<file path="src/logic/accel_regs_pkg.sv">
// Purpose: Shared constants for the power, interrupt and format register bank
// Assumes: Byte-wide register port, 125 MHz system clock
// Notes:   Offsets are the printed register addresses
package accel_regs_pkg;

  // ----------------------------------------------------------------
  // Register offsets
  // ----------------------------------------------------------------
  localparam logic [7:0] ADDR_POWER_MODE   = 8'h2D;
  localparam logic [7:0] ADDR_INT_ENABLE   = 8'h2E;
  localparam logic [7:0] ADDR_INT_PIN_SEL  = 8'h2F;
  localparam logic [7:0] ADDR_INT_FLAGS    = 8'h30;
  localparam logic [7:0] ADDR_OUT_FORMAT   = 8'h31;
  localparam logic [7:0] ADDR_AXIS_FIRST   = 8'h32;
  localparam logic [7:0] ADDR_AXIS_LAST    = 8'h37;

  // ----------------------------------------------------------------
  // Reset values
  // ----------------------------------------------------------------
  localparam logic [7:0] RST_POWER_MODE    = 8'h00;
  localparam logic [7:0] RST_INT_ENABLE    = 8'h00;
  localparam logic [7:0] RST_INT_PIN_SEL   = 8'h00;
  localparam logic [7:0] RST_OUT_FORMAT    = 8'h00;

  // ----------------------------------------------------------------
  // Field positions
  // ----------------------------------------------------------------
  localparam int PM_LINK      = 5;
  localparam int PM_AUTODOZE  = 4;
  localparam int PM_MEASURE   = 3;
  localparam int PM_SLEEP     = 2;
  localparam int PM_WAKE_HI   = 1;
  localparam int IRQ_READY    = 7;
  localparam int IRQ_TAP1     = 6;
  localparam int IRQ_TAP2     = 5;
  localparam int IRQ_MOTION   = 4;
  localparam int IRQ_STILL    = 3;
  localparam int IRQ_FALL     = 2;
  localparam int IRQ_WMARK    = 1;
  localparam int IRQ_OVERRUN  = 0;
  localparam int OF_SELFTEST  = 7;
  localparam int OF_SPI3      = 6;
  localparam int OF_INVERT    = 5;
  localparam int OF_FIXED     = 3;
  localparam int OF_JUSTIFY   = 2;
  localparam int OF_RANGE_HI  = 1;
  localparam logic [7:0] POWER_MODE_MASK = 8'h3F;
  localparam logic [7:0] OUT_FORMAT_MASK = 8'hEF;
  localparam logic [7:0] DATA_FLAG_MASK  = 8'h83;

  // ----------------------------------------------------------------
  // Timing
  // ----------------------------------------------------------------
  localparam int SYS_CLK_HZ   = 125_000_000;
  localparam int SLEEP_HZ_MAX = 8;
  localparam int SLEEP_TICK_CYCLES = SYS_CLK_HZ / SLEEP_HZ_MAX;

endpackage : accel_regs_pkg

</file>
<file path="src/logic/accel_power_irq_format_regs.sv">
// Purpose: Power mode, interrupt enable/routing/flags and output format registers
// Assumes: Host serial engine delivers byte-wide register strobes on clk_sys
// Notes:   Detectors and axis sampling live outside; this bank steers them
//          Sleep output, ready suppression and detector gating share one decode
//          so no output lags another by a cycle when sleep begins or ends
//          Asleep state is visible only at the outputs here, never through reg_rdata
`timescale 1ns/1ps

module accel_power_irq_format_regs
  import accel_regs_pkg::*;
#(
  parameter int SLEEP_TICK = SLEEP_TICK_CYCLES
) (
  input  wire logic       clk_sys,
  input  wire logic       nrst,
  input  wire logic       reg_wr,
  input  wire logic       reg_rd,
  input  wire logic [7:0] reg_addr,
  input  wire logic [7:0] reg_wdata,
  output logic      [7:0] reg_rdata,
  input  wire logic [7:0] event_pulse,
  input  wire logic       data_drained,
  input  wire logic       motion_seen,
  input  wire logic       still_seen,
  output logic            measure_on,
  output logic            sleeping,
  output logic            motion_run,
  output logic            still_run,
  output logic            others_run,
  output logic            fifo_write_en,
  output logic            sample_tick_sleep,
  output logic            sample_use_wake,
  output logic            self_test_force,
  output logic            spi_three_wire,
  output logic            fixed_scale_resolution,
  output logic            justify_left,
  output logic      [1:0] range_sel,
  output logic            clip_en,
  output logic            irq_pin_a,
  output logic            irq_pin_b
);

  // ----------------------------------------------------------------
  // Register state
  // ----------------------------------------------------------------
  // Shadow registers behind the five offsets
  logic [7:0]  power_mode_control_reg;
  logic [7:0]  interrupt_enable_mask_reg;
  logic [7:0]  interrupt_pin_select_reg;
  logic [7:0]  interrupt_flags_reg;
  logic [7:0]  interrupt_flags_next;
  logic [7:0]  output_format_control_reg;
  logic        asleep_reg;
  logic        asleep_next;
  logic [31:0] tick_cnt_reg;
  logic [31:0] tick_limit;

  // Link chain phases, one-hot
  typedef enum logic [1:0] {
    LINK_WAIT_STILL  = 2'b01,
    LINK_WAIT_MOTION = 2'b10
  } link_state_t;
  link_state_t link_state_reg;

  logic link_on;
  logic doze_on;
  logic wr_hit_pm;
  logic rd_flags;
  logic rd_axis;
  logic [7:0] active_irq;
  logic       sleep_now;

  // ----------------------------------------------------------------
  // Strobe decodes
  // ----------------------------------------------------------------
  // Decode a write to one offset
  function automatic logic wr_at(input logic [7:0] a);
    return reg_wr && (reg_addr == a);
  endfunction : wr_at

  // Decode a read of one offset
  function automatic logic rd_at(input logic [7:0] a);
    return reg_rd && (reg_addr == a);
  endfunction : rd_at

  // Level of one pin: enabled sources routed there, ORed, then polarity
  function automatic logic pin_level(input logic [7:0] act, input logic [7:0] route,
                                     input logic inv);
    return (|(act & route)) ^ inv;
  endfunction : pin_level

  // Register decodes; sleep_now is the one sleep source for every output
  assign link_on   = power_mode_control_reg[PM_LINK];
  assign doze_on   = link_on && power_mode_control_reg[PM_AUTODOZE];
  assign wr_hit_pm = wr_at(ADDR_POWER_MODE);
  assign rd_flags  = rd_at(ADDR_INT_FLAGS);
  assign rd_axis   = reg_rd && (reg_addr >= ADDR_AXIS_FIRST) && (reg_addr <= ADDR_AXIS_LAST);
  assign sleep_now = power_mode_control_reg[PM_SLEEP] || asleep_reg;

  // ----------------------------------------------------------------
  // Writable registers; reserved bits stay zero
  // ----------------------------------------------------------------
  // Flag register is read-only, so a write to its offset falls through
  always_ff @(posedge clk_sys or negedge nrst) begin
    if (!nrst) begin
      power_mode_control_reg    <= RST_POWER_MODE;  // Standby at power-up
      interrupt_enable_mask_reg <= RST_INT_ENABLE;
      interrupt_pin_select_reg  <= RST_INT_PIN_SEL;
      output_format_control_reg <= RST_OUT_FORMAT;
    end else begin
      if (wr_hit_pm) begin
        power_mode_control_reg <= reg_wdata & POWER_MODE_MASK;
      end
      if (wr_at(ADDR_INT_ENABLE)) begin
        interrupt_enable_mask_reg <= reg_wdata;
      end
      if (wr_at(ADDR_INT_PIN_SEL)) begin
        interrupt_pin_select_reg <= reg_wdata;
      end
      if (wr_at(ADDR_OUT_FORMAT)) begin
        output_format_control_reg <= reg_wdata & OUT_FORMAT_MASK;
      end
    end
  end

  // ----------------------------------------------------------------
  // Link sequencing of motion and stillness detection
  // ----------------------------------------------------------------
  // Any power write restarts the chain so a stale phase never survives
  always_ff @(posedge clk_sys or negedge nrst) begin
    if (!nrst) begin
      link_state_reg <= LINK_WAIT_STILL;
    end else if (wr_hit_pm || !power_mode_control_reg[PM_MEASURE]) begin
      link_state_reg <= LINK_WAIT_STILL;
    end else begin
      case (link_state_reg)
        LINK_WAIT_STILL: begin
          if (still_seen && link_on) link_state_reg <= LINK_WAIT_MOTION;
        end
        LINK_WAIT_MOTION: begin
          if (motion_seen && link_on) link_state_reg <= LINK_WAIT_STILL;
        end
        default: link_state_reg <= LINK_WAIT_STILL;
      endcase
    end
  end

  // ----------------------------------------------------------------
  // Automatic sleep status
  // ----------------------------------------------------------------
  // Held unless auto-doze is configured, so manual sleep leaves it alone
  always_comb begin
    asleep_next = asleep_reg;
    if (!doze_on) begin
      asleep_next = asleep_reg;
    end else if (still_seen && link_state_reg == LINK_WAIT_STILL) begin
      asleep_next = 1'b1;
    end else if (motion_seen && link_state_reg == LINK_WAIT_MOTION) begin
      asleep_next = 1'b0;  // Back to normal rate
    end
  end

  // Standby forgets automatic sleep so measurement restarts awake
  always_ff @(posedge clk_sys or negedge nrst) begin
    if (!nrst) begin
      asleep_reg <= 1'b0;
    end else if (!power_mode_control_reg[PM_MEASURE]) begin
      asleep_reg <= 1'b0;
    end else begin
      asleep_reg <= asleep_next;
    end
  end

  // ----------------------------------------------------------------
  // Sleep-rate divider: base 8 Hz tick scaled by the wake bits
  // ----------------------------------------------------------------
  // Slower wake codes stretch the same base period; no second divider
  always_comb begin
    case (power_mode_control_reg[PM_WAKE_HI -: 2])
      2'b00:   tick_limit = SLEEP_TICK;  // 8 Hz
      2'b01:   tick_limit = SLEEP_TICK * 2;  // 4 Hz
      2'b10:   tick_limit = SLEEP_TICK * 4;  // 2 Hz
      default: tick_limit = SLEEP_TICK * 8;  // 1 Hz
    endcase
  end

  // Counter runs only while asleep; one-cycle tick per wake period
  always_ff @(posedge clk_sys or negedge nrst) begin
    if (!nrst) begin
      tick_cnt_reg      <= 32'h0000_0000;
      sample_tick_sleep <= 1'b0;
    end else if (!(power_mode_control_reg[PM_SLEEP] || asleep_reg)) begin
      tick_cnt_reg      <= 32'h0000_0000;
      sample_tick_sleep <= 1'b0;
    end else if (tick_cnt_reg >= tick_limit - 32'h0000_0001) begin
      tick_cnt_reg      <= 32'h0000_0000;
      sample_tick_sleep <= 1'b1;  // Axis outputs still refresh
    end else begin
      tick_cnt_reg      <= tick_cnt_reg + 32'h0000_0001;
      sample_tick_sleep <= 1'b0;
    end
  end

  // ----------------------------------------------------------------
  // Interrupt source flags; a new event wins over a clearing read
  // ----------------------------------------------------------------
  // Clearing reads first, then events OR in so a same-cycle event survives
  always_comb begin
    interrupt_flags_next = interrupt_flags_reg;
    if (rd_axis && data_drained) begin
      interrupt_flags_next = interrupt_flags_next & ~DATA_FLAG_MASK;
    end
    if (rd_flags) begin
      interrupt_flags_next = interrupt_flags_next & DATA_FLAG_MASK;
    end
    // Ready is held back while sleeping; data flags ignore enables
    interrupt_flags_next = interrupt_flags_next | (event_pulse & ~(sleep_now ?
                           (8'h01 << IRQ_READY) : 8'h00));
  end

  // Plain register; all set and clear terms live in the decode above
  always_ff @(posedge clk_sys or negedge nrst) begin
    if (!nrst) begin
      interrupt_flags_reg <= 8'h00;
    end else begin
      interrupt_flags_reg <= interrupt_flags_next;
    end
  end

  // ----------------------------------------------------------------
  // Interrupt pins
  // ----------------------------------------------------------------
  // Enable gates only the pins; flags were set regardless above
  assign active_irq = interrupt_flags_next & interrupt_enable_mask_reg;

  // Pins follow the next flag value so a flag and its pin move together
  always_ff @(posedge clk_sys or negedge nrst) begin
    if (!nrst) begin
      irq_pin_a <= 1'b0;
      irq_pin_b <= 1'b0;
    end else begin
      irq_pin_a <= pin_level(active_irq, ~interrupt_pin_select_reg,
                             output_format_control_reg[OF_INVERT]);
      irq_pin_b <= pin_level(active_irq, interrupt_pin_select_reg,
                             output_format_control_reg[OF_INVERT]);
    end
  end

  // ----------------------------------------------------------------
  // Power-side outputs to sensor and detectors
  // ----------------------------------------------------------------
  // Registered so every top output comes straight from a flip-flop; the sleep-gated ones read
  // sleep_now, never the registered sleeping, so the gating lines up with it
  always_ff @(posedge clk_sys or negedge nrst) begin
    if (!nrst) begin
      measure_on      <= 1'b0;
      sleeping        <= 1'b0;
      motion_run      <= 1'b0;
      still_run       <= 1'b0;
      others_run      <= 1'b0;
      fifo_write_en   <= 1'b0;
      sample_use_wake <= 1'b0;
    end else begin
      measure_on      <= power_mode_control_reg[PM_MEASURE];
      sleeping        <= sleep_now;
      motion_run      <= power_mode_control_reg[PM_MEASURE]
                         && (!link_on || link_state_reg == LINK_WAIT_MOTION);
      still_run       <= power_mode_control_reg[PM_MEASURE] && !sleep_now
                         && (!link_on || link_state_reg == LINK_WAIT_STILL);
      others_run      <= power_mode_control_reg[PM_MEASURE] && !sleep_now;
      fifo_write_en   <= power_mode_control_reg[PM_MEASURE] && !sleep_now;
      sample_use_wake <= sleep_now;
    end
  end

  // ----------------------------------------------------------------
  // Format-side outputs to sensor, data path and serial engine
  // ----------------------------------------------------------------
  // Copies of the format register plus the clip_en range decode, two cycles behind a write strobe
  always_ff @(posedge clk_sys or negedge nrst) begin
    if (!nrst) begin
      self_test_force        <= 1'b0;
      spi_three_wire         <= 1'b0;
      fixed_scale_resolution <= 1'b0;
      justify_left           <= 1'b0;
      range_sel              <= 2'b00;
      clip_en                <= 1'b1;
    end else begin
      self_test_force        <= output_format_control_reg[OF_SELFTEST];
      spi_three_wire         <= output_format_control_reg[OF_SPI3];
      fixed_scale_resolution <= output_format_control_reg[OF_FIXED];
      justify_left           <= output_format_control_reg[OF_JUSTIFY];
      range_sel              <= output_format_control_reg[OF_RANGE_HI -: 2];
      clip_en                <= output_format_control_reg[OF_RANGE_HI -: 2] != 2'b11;
    end
  end

  // ----------------------------------------------------------------
  // Read data, registered one cycle after the read strobe
  // ----------------------------------------------------------------
  // Data stands until the next read; axis offsets read zero here
  always_ff @(posedge clk_sys or negedge nrst) begin
    if (!nrst) begin
      reg_rdata <= 8'h00;
    end else if (reg_rd) begin
      case (reg_addr)
        ADDR_POWER_MODE:  reg_rdata <= power_mode_control_reg;
        ADDR_INT_ENABLE:  reg_rdata <= interrupt_enable_mask_reg;
        ADDR_INT_PIN_SEL: reg_rdata <= interrupt_pin_select_reg;
        ADDR_INT_FLAGS:   reg_rdata <= interrupt_flags_reg;
        ADDR_OUT_FORMAT:  reg_rdata <= output_format_control_reg;
        default:          reg_rdata <= 8'h00;
      endcase
    end
  end

endmodule : accel_power_irq_format_regs

</file>
<file path="config.mk">
export PLATFORM = sky130hd
export DESIGN_NAME = accel_power_irq_format_regs
export DESIGN_NICKNAME = d
export VERILOG_FILES = /design/src/logic/accel_regs_pkg.sv /design/src/logic/accel_power_irq_format_regs.sv
export SDC_FILE = /design/constraint.sdc
export NUM_CORES = 1
export LEC_CHECK = 0
export ABC_AREA = 1
export BUFFER_PORTS_ARGS = -buffer_cell sky130_fd_sc_hd__buf_2
export CAP_MARGIN = 20
export CORE_MARGIN = 1
export CORE_UTILIZATION = 55
export CTS_CLUSTER_DIAMETER = 60
export CTS_CLUSTER_SIZE = 8
export DETAILED_ROUTE_END_ITERATION = 10
export PLACE_DENSITY_LB_ADDON = 0.3
export SLEW_MARGIN = 20
export SYNTH_ARGS = -nofsm -noshare
export SYNTH_HDL_FRONTEND = slang
export SYNTH_SLANG_ARGS = --single-unit
</file>
<file path="constraint.sdc">
create_clock -name clk_sys -period 3 [get_ports clk_sys]
set_input_delay 0.15 -clock clk_sys [delete_from_list [all_inputs] [get_ports clk_sys]]
set_output_delay 0.15 -clock clk_sys [all_outputs]
set_load 0.05 [all_outputs]
</file>
Word level (Yosys, flattened, before mapping)
Cells that the tools add are included.

storage, ports and cells
  bits of input ports = 31
  logic and storage cells = 96
  output and inout port bits = 25
  bits in registers = 95

operators by class
  multiplexer cells = 17
  $add $sub $neg = 2
  bitwise logic cells = 9
  $lt $le $gt $ge = 3
  reductions and logical operators = 28
  equal/unequal tests = 14

operators by type and width
  cell                                                                                 count
  27-bit case mux with 3 select lines                                                  1
  32-bit two-way mux                                                                   2
  8-bit by 6-bit == test with 1-bit output, second input constant                      5
  8-bit case mux with 5 select lines                                                   1
  32-bit by 1-bit adder with 32-bit output, second input constant                      1
  8-bit bitwise AND                                                                    4
  32-bit greater-or-equal comparator                                                   1
  32-bit by 1-bit subtractor with 32-bit output, second input constant                 1
  1-bit logical AND                                                                    16
  8-bit two-way mux                                                                    2
  8-bit NOT                                                                            2
  8-bit OR reduction                                                                   2
  8-bit by 6-bit greater-or-equal comparator with 1-bit output, second input constant  1
  8-bit by 6-bit less-or-equal comparator with 1-bit output, second input constant     1
  8-bit OR                                                                             1
  7-bit two-way mux                                                                    1
  1-bit two-way mux                                                                    6
  2-bit two-way mux                                                                    3
  3-bit != test, second input constant                                                 2
  2-bit by 1-bit == test with 1-bit output, second input constant                      2
  2-bit == test, second input constant                                                 2
  1-bit logical OR                                                                     4
  2-bit case mux with 2 select lines                                                   1
  2-bit AND reduction                                                                  2
  6 further kinds                                                                      9

Longest topological paths before layout
Gate-level depths: netlist of run 1.

  depth after elaboration = 11
  gate-level depth with buffers = 15
  gate-level depth less buffers = 13

Worst setup path before layout of run 1
OpenSTA, ideal clock, no wires.

  kind = register to register
  from = reg power_mode_control_reg[1]
  to = reg tick_cnt_reg[10]
  library setup time = 0.072 ns
  period minus slack after synthesis = 2.446 ns
  path buffers = 2
  data arrival time = 2.374 ns
  setup slack = 0.554 ns
  stages on the path, launching flop included = 16
  data required time = 2.928 ns
  cell sequence = dfrtp_1 > inv_1 > ha_1 > inv_1 > nand2_1 > o32ai_1 > ha_1 > nand4_1 > inv_1 > a21oi_1 > nand2_1 > nand2_1 > nand2_1 > buf_4 > buf_2 > nor2_1

between the ends
  word-level cells in the longest chain between the ends = 6
  elaborated cells on any way between the ends = 8
  those cells by class = 1 x add/sub; 1 x order compare; 2 x eq/ne; 3 x mux; 1 x reduce/logical

RTL lines
  element                                          line                                source
  start, declared                                  accel_power_irq_format_regs.sv:47   logic [7:0] power_mode_control_reg;
  start signal, assigned                           accel_power_irq_format_regs.sv:112  power_mode_control_reg <= reg_wdata & POWER_MODE_MASK;
  2-bit == test, or another cell as far along      accel_power_irq_format_regs.sv:179  case (power_mode_control_reg[PM_WAKE_HI -: 2])
  27-bit case mux with 3 select lines *            accel_power_irq_format_regs.sv:179
  32-bit by 1-bit subtractor with 32-bit output *  accel_power_irq_format_regs.sv:195  end else if (tick_cnt_reg >= tick_limit - 32'h0000_0001) begin
  32-bit greater-or-equal comparator *             accel_power_irq_format_regs.sv:195
  32-bit two-way mux *                             accel_power_irq_format_regs.sv:195
  32-bit two-way mux *                             accel_power_irq_format_regs.sv:192  end else if (!(power_mode_control_reg[PM_SLEEP] || asleep_reg)) begin
  end signal, assigned                             accel_power_irq_format_regs.sv:199  tick_cnt_reg <= tick_cnt_reg + 32'h0000_0001;
  end, declared                                    accel_power_irq_format_regs.sv:55   logic [31:0] tick_cnt_reg;

Mark *: on every way between the ends. The rest lies on a longest branch, timed or not.
A chain may end at the register's enable or synchronous reset.

Final worst setup path of run 1
  from = reg power_mode_control_reg[1]
  to = reg tick_cnt_reg[18]

The elaborated chain is that of the path after synthesis.

==> results of run 1 <==
worst register-to-register path, delay by kind of cell, from the launching register on:
family	cells	cell delay, ns
buffers and inverters	4	0.61
AND/OR/NAND/NOR	6	0.56
adder cells (fa/ha/maj)	2	0.62
AO/OA/AOI/OAI	2	0.39
flip-flops	1	0.49
per-layer routing:
layer | GRT usage [%] | vias up | routed length (microns)
li1 | - | 2328 | -
met1 | 42.0 | 2258 | 6160
met2 | 43.1 | 206 | 6000
met3 | 6.48 | 19 | 1120
met4 | 9.36 | 0 | 193
met5 | 0 | - | 0
power by group:
group	internal, mW	switching, mW
Clock	0.342	0.494
Combinational	0.0903	0.218
Sequential	1.33	0.0322
layout by cell type (no fill, tap or decap), types with 2 or more instances in the layout:
master         count
nor2_4             2
inv_2              3
nand3_1           57
nand3b_1           5
nor2_1            71
a22o_1             3
nand2_4            2
nand2_1          155
nor4_1             6
nor3_1            15
o22ai_1            6
a31oi_1            5
buf_4              5
dlygate4sd3_1      5
nand4_1           13
buf_2             54
inv_1             86
dfrtp_1           92
clkbuf_8          10
inv_6              3
o21ai_0           53
ha_1              34
conb_1             3
nor2_2             2
a21oi_1           25
dfstp_2            2
o21a_1             3
mux2_2             4
worst paths after layout:
check                                        startpoint                     end  slack [ns]  depth (start not counted)
max in group asynchronous                          nrst       link_state_reg[0]        1.96                          3
hold reg to reg            output_format_control_reg[7]         self_test_force        0.42                          0
hold / removal                           event_pulse[4]  interrupt_flags_reg[4]        0.02                          3
setup reg to reg              power_mode_control_reg[1]        tick_cnt_reg[18]        0.28                         14
min in group asynchronous                          nrst        tick_cnt_reg[21]        0.32                          2
setup / recovery              power_mode_control_reg[1]        tick_cnt_reg[18]        0.28                         14
kinds of logic (layout without fill, tap and decap cells):
kind of cell    count (synthesis)  in the layout  synth area share (%)
buf+inv                       103            170                  7.77
other cells                     1              3                0.0710
mux                             4              4                 0.853
xor+xnor                        1              1                 0.166
fa+ha+maj                      34             34                  8.06
simple gates                  330            330                  27.4
flops                          95             95                  45.1
compound gates                102            102                  10.6
synth_stat cells, types with 3 or more instances:
library cell,n
buf_2,6
o21ai_0,53
ha_1,34
inv_1,86
a31oi_1,5
clkbuf_1,3
inv_2,3
mux2_2,4
a21oi_1,25
dfrtp_1,93
nand2_1,155
o21a_1,3
nor3_1,15
a22o_1,3
nand3b_1,5
nand3_1,57
nor2_1,71
nor4_1,6
nand4_1,13
o22ai_1,6
buf_4,3
area by class of cell:
| cell class | count | area (sq um) | share of cell area, % |
|---|---|---|---|
| clock buffers | 11 | 141 | 2.38 |
| clock inverters | 5 | 46.3 | 0.779 |
| inverters | 89 | 334 | 5.62 |
| multi-input cells | 474 | 2500 | 42.0 |
| flip-flops and latches | 95 | 2380 | 40.1 |
| well taps | 129 | 161 | 2.72 |
| repair buffers | 65 | 378 | 6.36 |
per-stage QoR:
step                      util (%)  std cells  hold slack [ns]
after global routing          64.0        868           0.0126
after CTS                     64.0        868          0.00326
after detailed placement      61.4        847            0.199
final                         64.0        868           0.0151
after global placement        61.4        847            0.193
after floorplan                  -        672           -0.146
timing repair:
| action | CTS | global route |
|---|---|---|
| endpoints found under the hold margin | 48 | 0 |
| hold buffers | 5 | 0 |
| resized for setup | 0 | 1 |
| endpoints found under the setup margin | 0 | 9 |
==> summary.md, run 1 <==
| Metric | Value |
|---|---|
| Outcome | `completed` |
| Synth Area per Inst | `7.88 sq um` |
| Filler cells | `827` |
| Clk_lat worst skew | `0.37 ns` |
| GRT Resource Usage Total | `28.9%` |
| Seq/Total Area, Yosys | `45.1%` |
| Wirelength, routed | `13500 microns` |
| Root buffer cell | `clkbuf_8` |
| Drt drc | `0` |
| Worst IR Drop VDD | `0.000403 V` |
| CTS tree | `built` |
| Core area | `9280 sq um` |
| CP cell instances | `inv_1, ha_1, inv_1, nand2_1, o32ai_1, ha_1, nand4_1, inv_1, a21oi_1, nand2_1, nand2_1, nand2_1, buf_4, nor2_1` |
| Pwr Total | `2.51 mW` |
| CTS max path bufs | `2` |
| Post-synth top flop | `dfrtp_1` |
| First-iteration detailed-routing DRC count | `323` |
| Mapped cell area | `5280 sq um` |
| H-tree lvl count | `3` |
| Final count of hold timing violations | `0` |
| First-pass DRT Iterations | `6` |
| Final worst slack | `0.278 ns` |
| Area growth from synthesis to layout | `12.5%` |
| Critical path's slowest cell | `dfrtp_2` |
| Leakage | `3.06 nW` |
| CP Launch Type | `register` |
| Setup WS pre-CTS | `0.269 ns` |
| Total negative slack | `0 ns` |
| IO Pins | `56` |
| Die Wd | `100 microns` |
| WL/cell | `15.5 microns` |
| Period Utilization, post-route | `90.7%` |
| Synthesized flop and latch total | `95` |
| Max Fclk | `367 MHz` |
| Placed wire-length estimate | `10100 microns` |
| Die ar. | `10000 sq um` |
| Relative slew slack | `49.7%` |
| First-pass GRT wire length | `22400 microns` |
| CP top delay family | `adder cells` |
| Final min period | `2.72 ns` |
| Placed cell area | `5700 sq um` |
| Yosys top cell area share | `44.1%` |
| Worst Path Buf+Inv | `4` |
| Max reg flops | `32` |
| Distinct cells, synth | `38` |
| RSZ-0062 raised after global routing | `false` |
| Max-cap viol count | `0` |
| Vias per cell | `5.54` |
| Vias in the first global route | `4619` |
| Nets | `799` |
| P per Cell Area | `422 nW/um^2` |
| Post-Syn Instances | `670` |
| CP most frequent cell | `nand2_1` |
| Largest net degree at the start of global routing | `51` |
| Cell area after layout | `5940 sq um` |
| Final setup fails | `0` |
| Initial Util | `56.9%` |
| Routability cong. | `0.916` |
| Least-Margin Pin Slew | `0.753 ns` |
| Total number of yosys warnings | `0` |
| Ant diodes | `0` |
| Grt total ovfl | `0` |
| FFs w/ async S/R, synth | `100%` |
| Total CTS buffers | `9` |
| Detail Route Antenna Nets | `0` |
| Via total after detailed routing | `4811` |
| Clock slew at reported path FFs | `0.10 ns` |
| Path type of the worst setup path | `reg2reg` |
| Die Y | `100 microns` |
| Row cnt | `35` |
| Layout cells sized above 1 | `12.6%` |
| CP max FO | `17` |
| Critical Path AT | `3.01 ns` |
| Final Skew | `0.0182 ns` |
| Clock sink count | `95` |
| Leading area contributor after synthesis | `dfrtp_1` |
| Final Max Tran Viols | `0` |
| Antenna violations before repair | `0` |
| CP peak stage delay | `0.49 ns` |
| Post-CTS setup buffers | `0` |
| CP endpoint kind | `register` |
| # port buffers | `55` |
| Number of flops mapped to enable cells by yosys | `0` |
| Worst EP required | `3.29 ns` |
| Synth area leaders | `dfrtp_1, nand2_1, ha_1` |
| Min-delay worst type | `in2reg` |
(Power assumes the default switching activity.)
==> run 2: changes to the inputs <==
Settings changed: CORE_UTILIZATION 55 to 45, PLACE_DENSITY_LB_ADDON 0.3 to 0.2, SLEW_MARGIN 20 to 25.
==> summary.md, run 2 (synthesis gave the netlist of run 1 again) <==
| Metric | Value |
|---|---|
| CTS tree | `built` |
| Clock slew at reported path FFs | `0.07 ns (-0.03 ns)` |
| IO Pins | `56 (unchanged)` |
| Final Max Tran Viols | `0 (unchanged)` |
| Largest net degree at the start of global routing | `73 (+43%)` |
| Nets | `796 (-0.38%)` |
| First-pass DRT Iterations | `5 (-1)` |
| CP max FO | `29 (+12)` |
| Final setup fails | `0 (unchanged)` |
| Total negative slack | `0 ns (unchanged)` |
| Worst EP required | `3.27 ns (-0.02 ns)` |
| # port buffers | `55 (unchanged)` |
| CTS max path bufs | `2 (unchanged)` |
| Total CTS buffers | `9 (unchanged)` |
| Vias in the first global route | `4363 (-5.5%)` |
| CP peak stage delay | `0.46 ns (-0.03 ns)` |
| Initial Util | `46.2% (-11 points)` |
| Final min period | `2.66 ns (-0.0626 ns)` |
| Vias per cell | `5.32 (-4.0%)` |
| Clk_lat worst skew | `0.35 ns (-0.02 ns)` |
| Reg area | `2380 sq um (unchanged)` |
| First-pass GRT wire length | `21600 microns (-3.5%)` |
| Die Y | `110 microns (+10%)` |
| Sequential share of power | `48.0% (-6.3 points)` |
| P per Cell Area | `470 nW/um^2 (+11%)` |
| Antenna violations before repair | `0 (unchanged)` |
| Logic gate share of total power | `10.6% (-1.7 points)` |
| Post-CTS setup buffers | `0 (unchanged)` |
| CP endpoint kind | `register` |
| Min-delay worst type | `in2reg` |
| Commonest non-fill, non-tap cell in the layout | `nand2_1` |
| Multi-input logic area | `2500 sq um (unchanged)` |
| Critical path's slowest cell | `dfrtp_1` |
| CP Launch Type | `register` |
| Drt drc | `0 (unchanged)` |
| Period Utilization, post-route | `88.6% (-2.1 points)` |
| Sw Ratio | `26.2% (-3.5 points)` |
| Outcome | `completed` |
| Layout cells sized above 1 | `12.6% (+0.051 points)` |
| WL/cell | `15.2 microns (-1.7%)` |
| Psw | `0.743 mW (-0.19%)` |
| Core area | `11400 sq um (+23%)` |
| Die ar. | `12200 sq um (+22%)` |
| Max-cap viol count | `0 (unchanged)` |
| RSZ-0062 raised after global routing | `false` |
| Final count of hold timing violations | `0 (unchanged)` |
| Relative slew slack | `55.6% (+5.8 points)` |
| Routability cong. | `0.891 (-2.6%)` |
| Ant diodes | `0 (unchanged)` |
| Clock sink count | `95 (unchanged)` |
| First-iteration detailed-routing DRC count | `328 (+1.5%)` |
| Grt total ovfl | `0 (unchanged)` |
| Final hold slack | `0.0212 ns (+0.00600 ns)` |
| Filler cells | `1127 (+36%)` |
| Die Wd | `110 microns (+10%)` |
| Cell Int Power | `2.09 mW (+19%)` |
| Worst Path Buf+Inv | `4 (unchanged)` |
| Leakage | `3.10 nW (+1.1%)` |
| Critical Path AT | `2.93 ns (-0.08 ns)` |
| Placed wire-length estimate | `10100 microns (+0.23%)` |
| Max reg flops | `32 (unchanged)` |
| H-tree lvl count | `3 (unchanged)` |
| Area growth from synthesis to layout | `14.2%` |
| Clock Power Share | `41.4% (+8.1 points)` |
| CP most frequent cell | `nand2_1` |
| CP cell instances | `inv_1, ha_1, inv_1, nand2_1, o32ai_1, ha_1, nand4_1, inv_1, a21oi_1, nand2_1, nand2_1, nand2_1, buf_4, nor2_1` |
| GRT Resource Usage Total | `24.0% (-4.9 points)` |
| Least-Margin Pin Slew | `0.666 ns (-0.0869 ns)` |
| Detail Route Antenna Nets | `0 (unchanged)` |
| Path type of the worst setup path | `reg2reg` |
| Final Skew | `0.00914 ns (-0.00903 ns)` |
| Most frequent cells in the layout | `nand2_1, dfrtp_1, inv_1` |
| Max Fclk | `376 MHz (+2.4%)` |
| Row cnt | `39 (+11%)` |
| CP top delay family | `adder cells` |
| Wirelength, routed | `13400 microns (-0.45%)` |
| Worst IR Drop VDD | `0.000314 V (-22%)` |
| Root buffer cell | `clkbuf_16` |
| Via total after detailed routing | `4677 (-2.8%)` |
run 2: cell types whose count changed in the layout (fill, tap and decap cells not counted), moves of 2 or more:
cell,before,now
clkbuf_16,0,9
clkbuf_8,10,1
dlygate4sd3_1,5,1
inv_6,3,1
run 2: power groups by stage:
| stage | combinational, mW | sequential, mW | clock, mW |
|---|---|---|---|
| final | 0.300 | 1.36 | 1.17 |
| after global routing | 0.336 | 1.37 | 1.25 |
| after CTS | 0.303 | 1.36 | 1.20 |
| after detailed placement | 0.301 | 1.38 | 0 |
| after global placement | 0.295 | 1.38 | 0 |
| after floorplan | 0.128 | 1.44 | 0 |
run 2: final timing paths:
| check | startpoint | depth (start not counted) | end | slack (ns) |
|---|---|---|---|---|
| setup reg to reg | power_mode_control_reg[0] | 14 | tick_cnt_reg[20] | 0.34 |
| hold / removal | reg_wdata[5] | 3 | interrupt_pin_select_reg[5] | 0.02 |
| max in group asynchronous | nrst | 3 | power_mode_control_reg[1] | 1.93 |
| min in group asynchronous | nrst | 2 | sample_use_wake | 0.37 |
| setup / recovery | power_mode_control_reg[0] | 14 | tick_cnt_reg[20] | 0.34 |
| hold reg to reg | output_format_control_reg[6] | 0 | spi_three_wire | 0.40 |
run 2: worst min-delay path, stage by stage:
cell	delay, ns
buf_2	0.09
nand2_1	0.04
o21ai_0	0.05
run 2: timing repair:
action | in CTS | in global routing
endpoints found under the hold margin | 68 | 0
gates resized for setup | 0 | 1
hold buffers | 1 | 0
setup endpoints to repair | 0 | 27
run 2: through the flow:
| step | setup WS, ns | std cells | utilization, % | power (mW) | area [sq um] |
|---|---|---|---|---|---|
| finish | 0.341 | 879 | 52.8 | 2.83 | 6030 |
| global route | 0.0666 | 879 | 52.8 | 2.96 | 6030 |
| CTS | 0.275 | 879 | 52.8 | 2.86 | 6020 |
| detailed placement | 0.304 | 862 | 50.0 | 1.69 | 5710 |
| global placement | 0.430 | 862 | 50.0 | 1.68 | 5710 |
| floorplan | 0.554 | 672 | - | 1.57 | 5290 |
run 2: area by class of cell:
class | instances | area share, %
Multi-Input combinational cell | 474 | 41.4
Sequential cell | 95 | 39.5
Timing Repair Buffer | 62 | 5.58
Inverter | 89 | 5.54
Clock buffer | 12 | 4.09
Tap cell | 143 | 2.97
Clock inverter | 4 | 0.913
run 2: layer usage:
layer	GRT usage (%)	share of wire (%)	vias up	routed length, microns
met1	32.9	47	2207	6310
met5	0	0	-	0
li1	-	-	2332	-
met4	12.1	3.0	0	397
met3	3.76	3.9	29	525
met2	36.6	46	109	6170
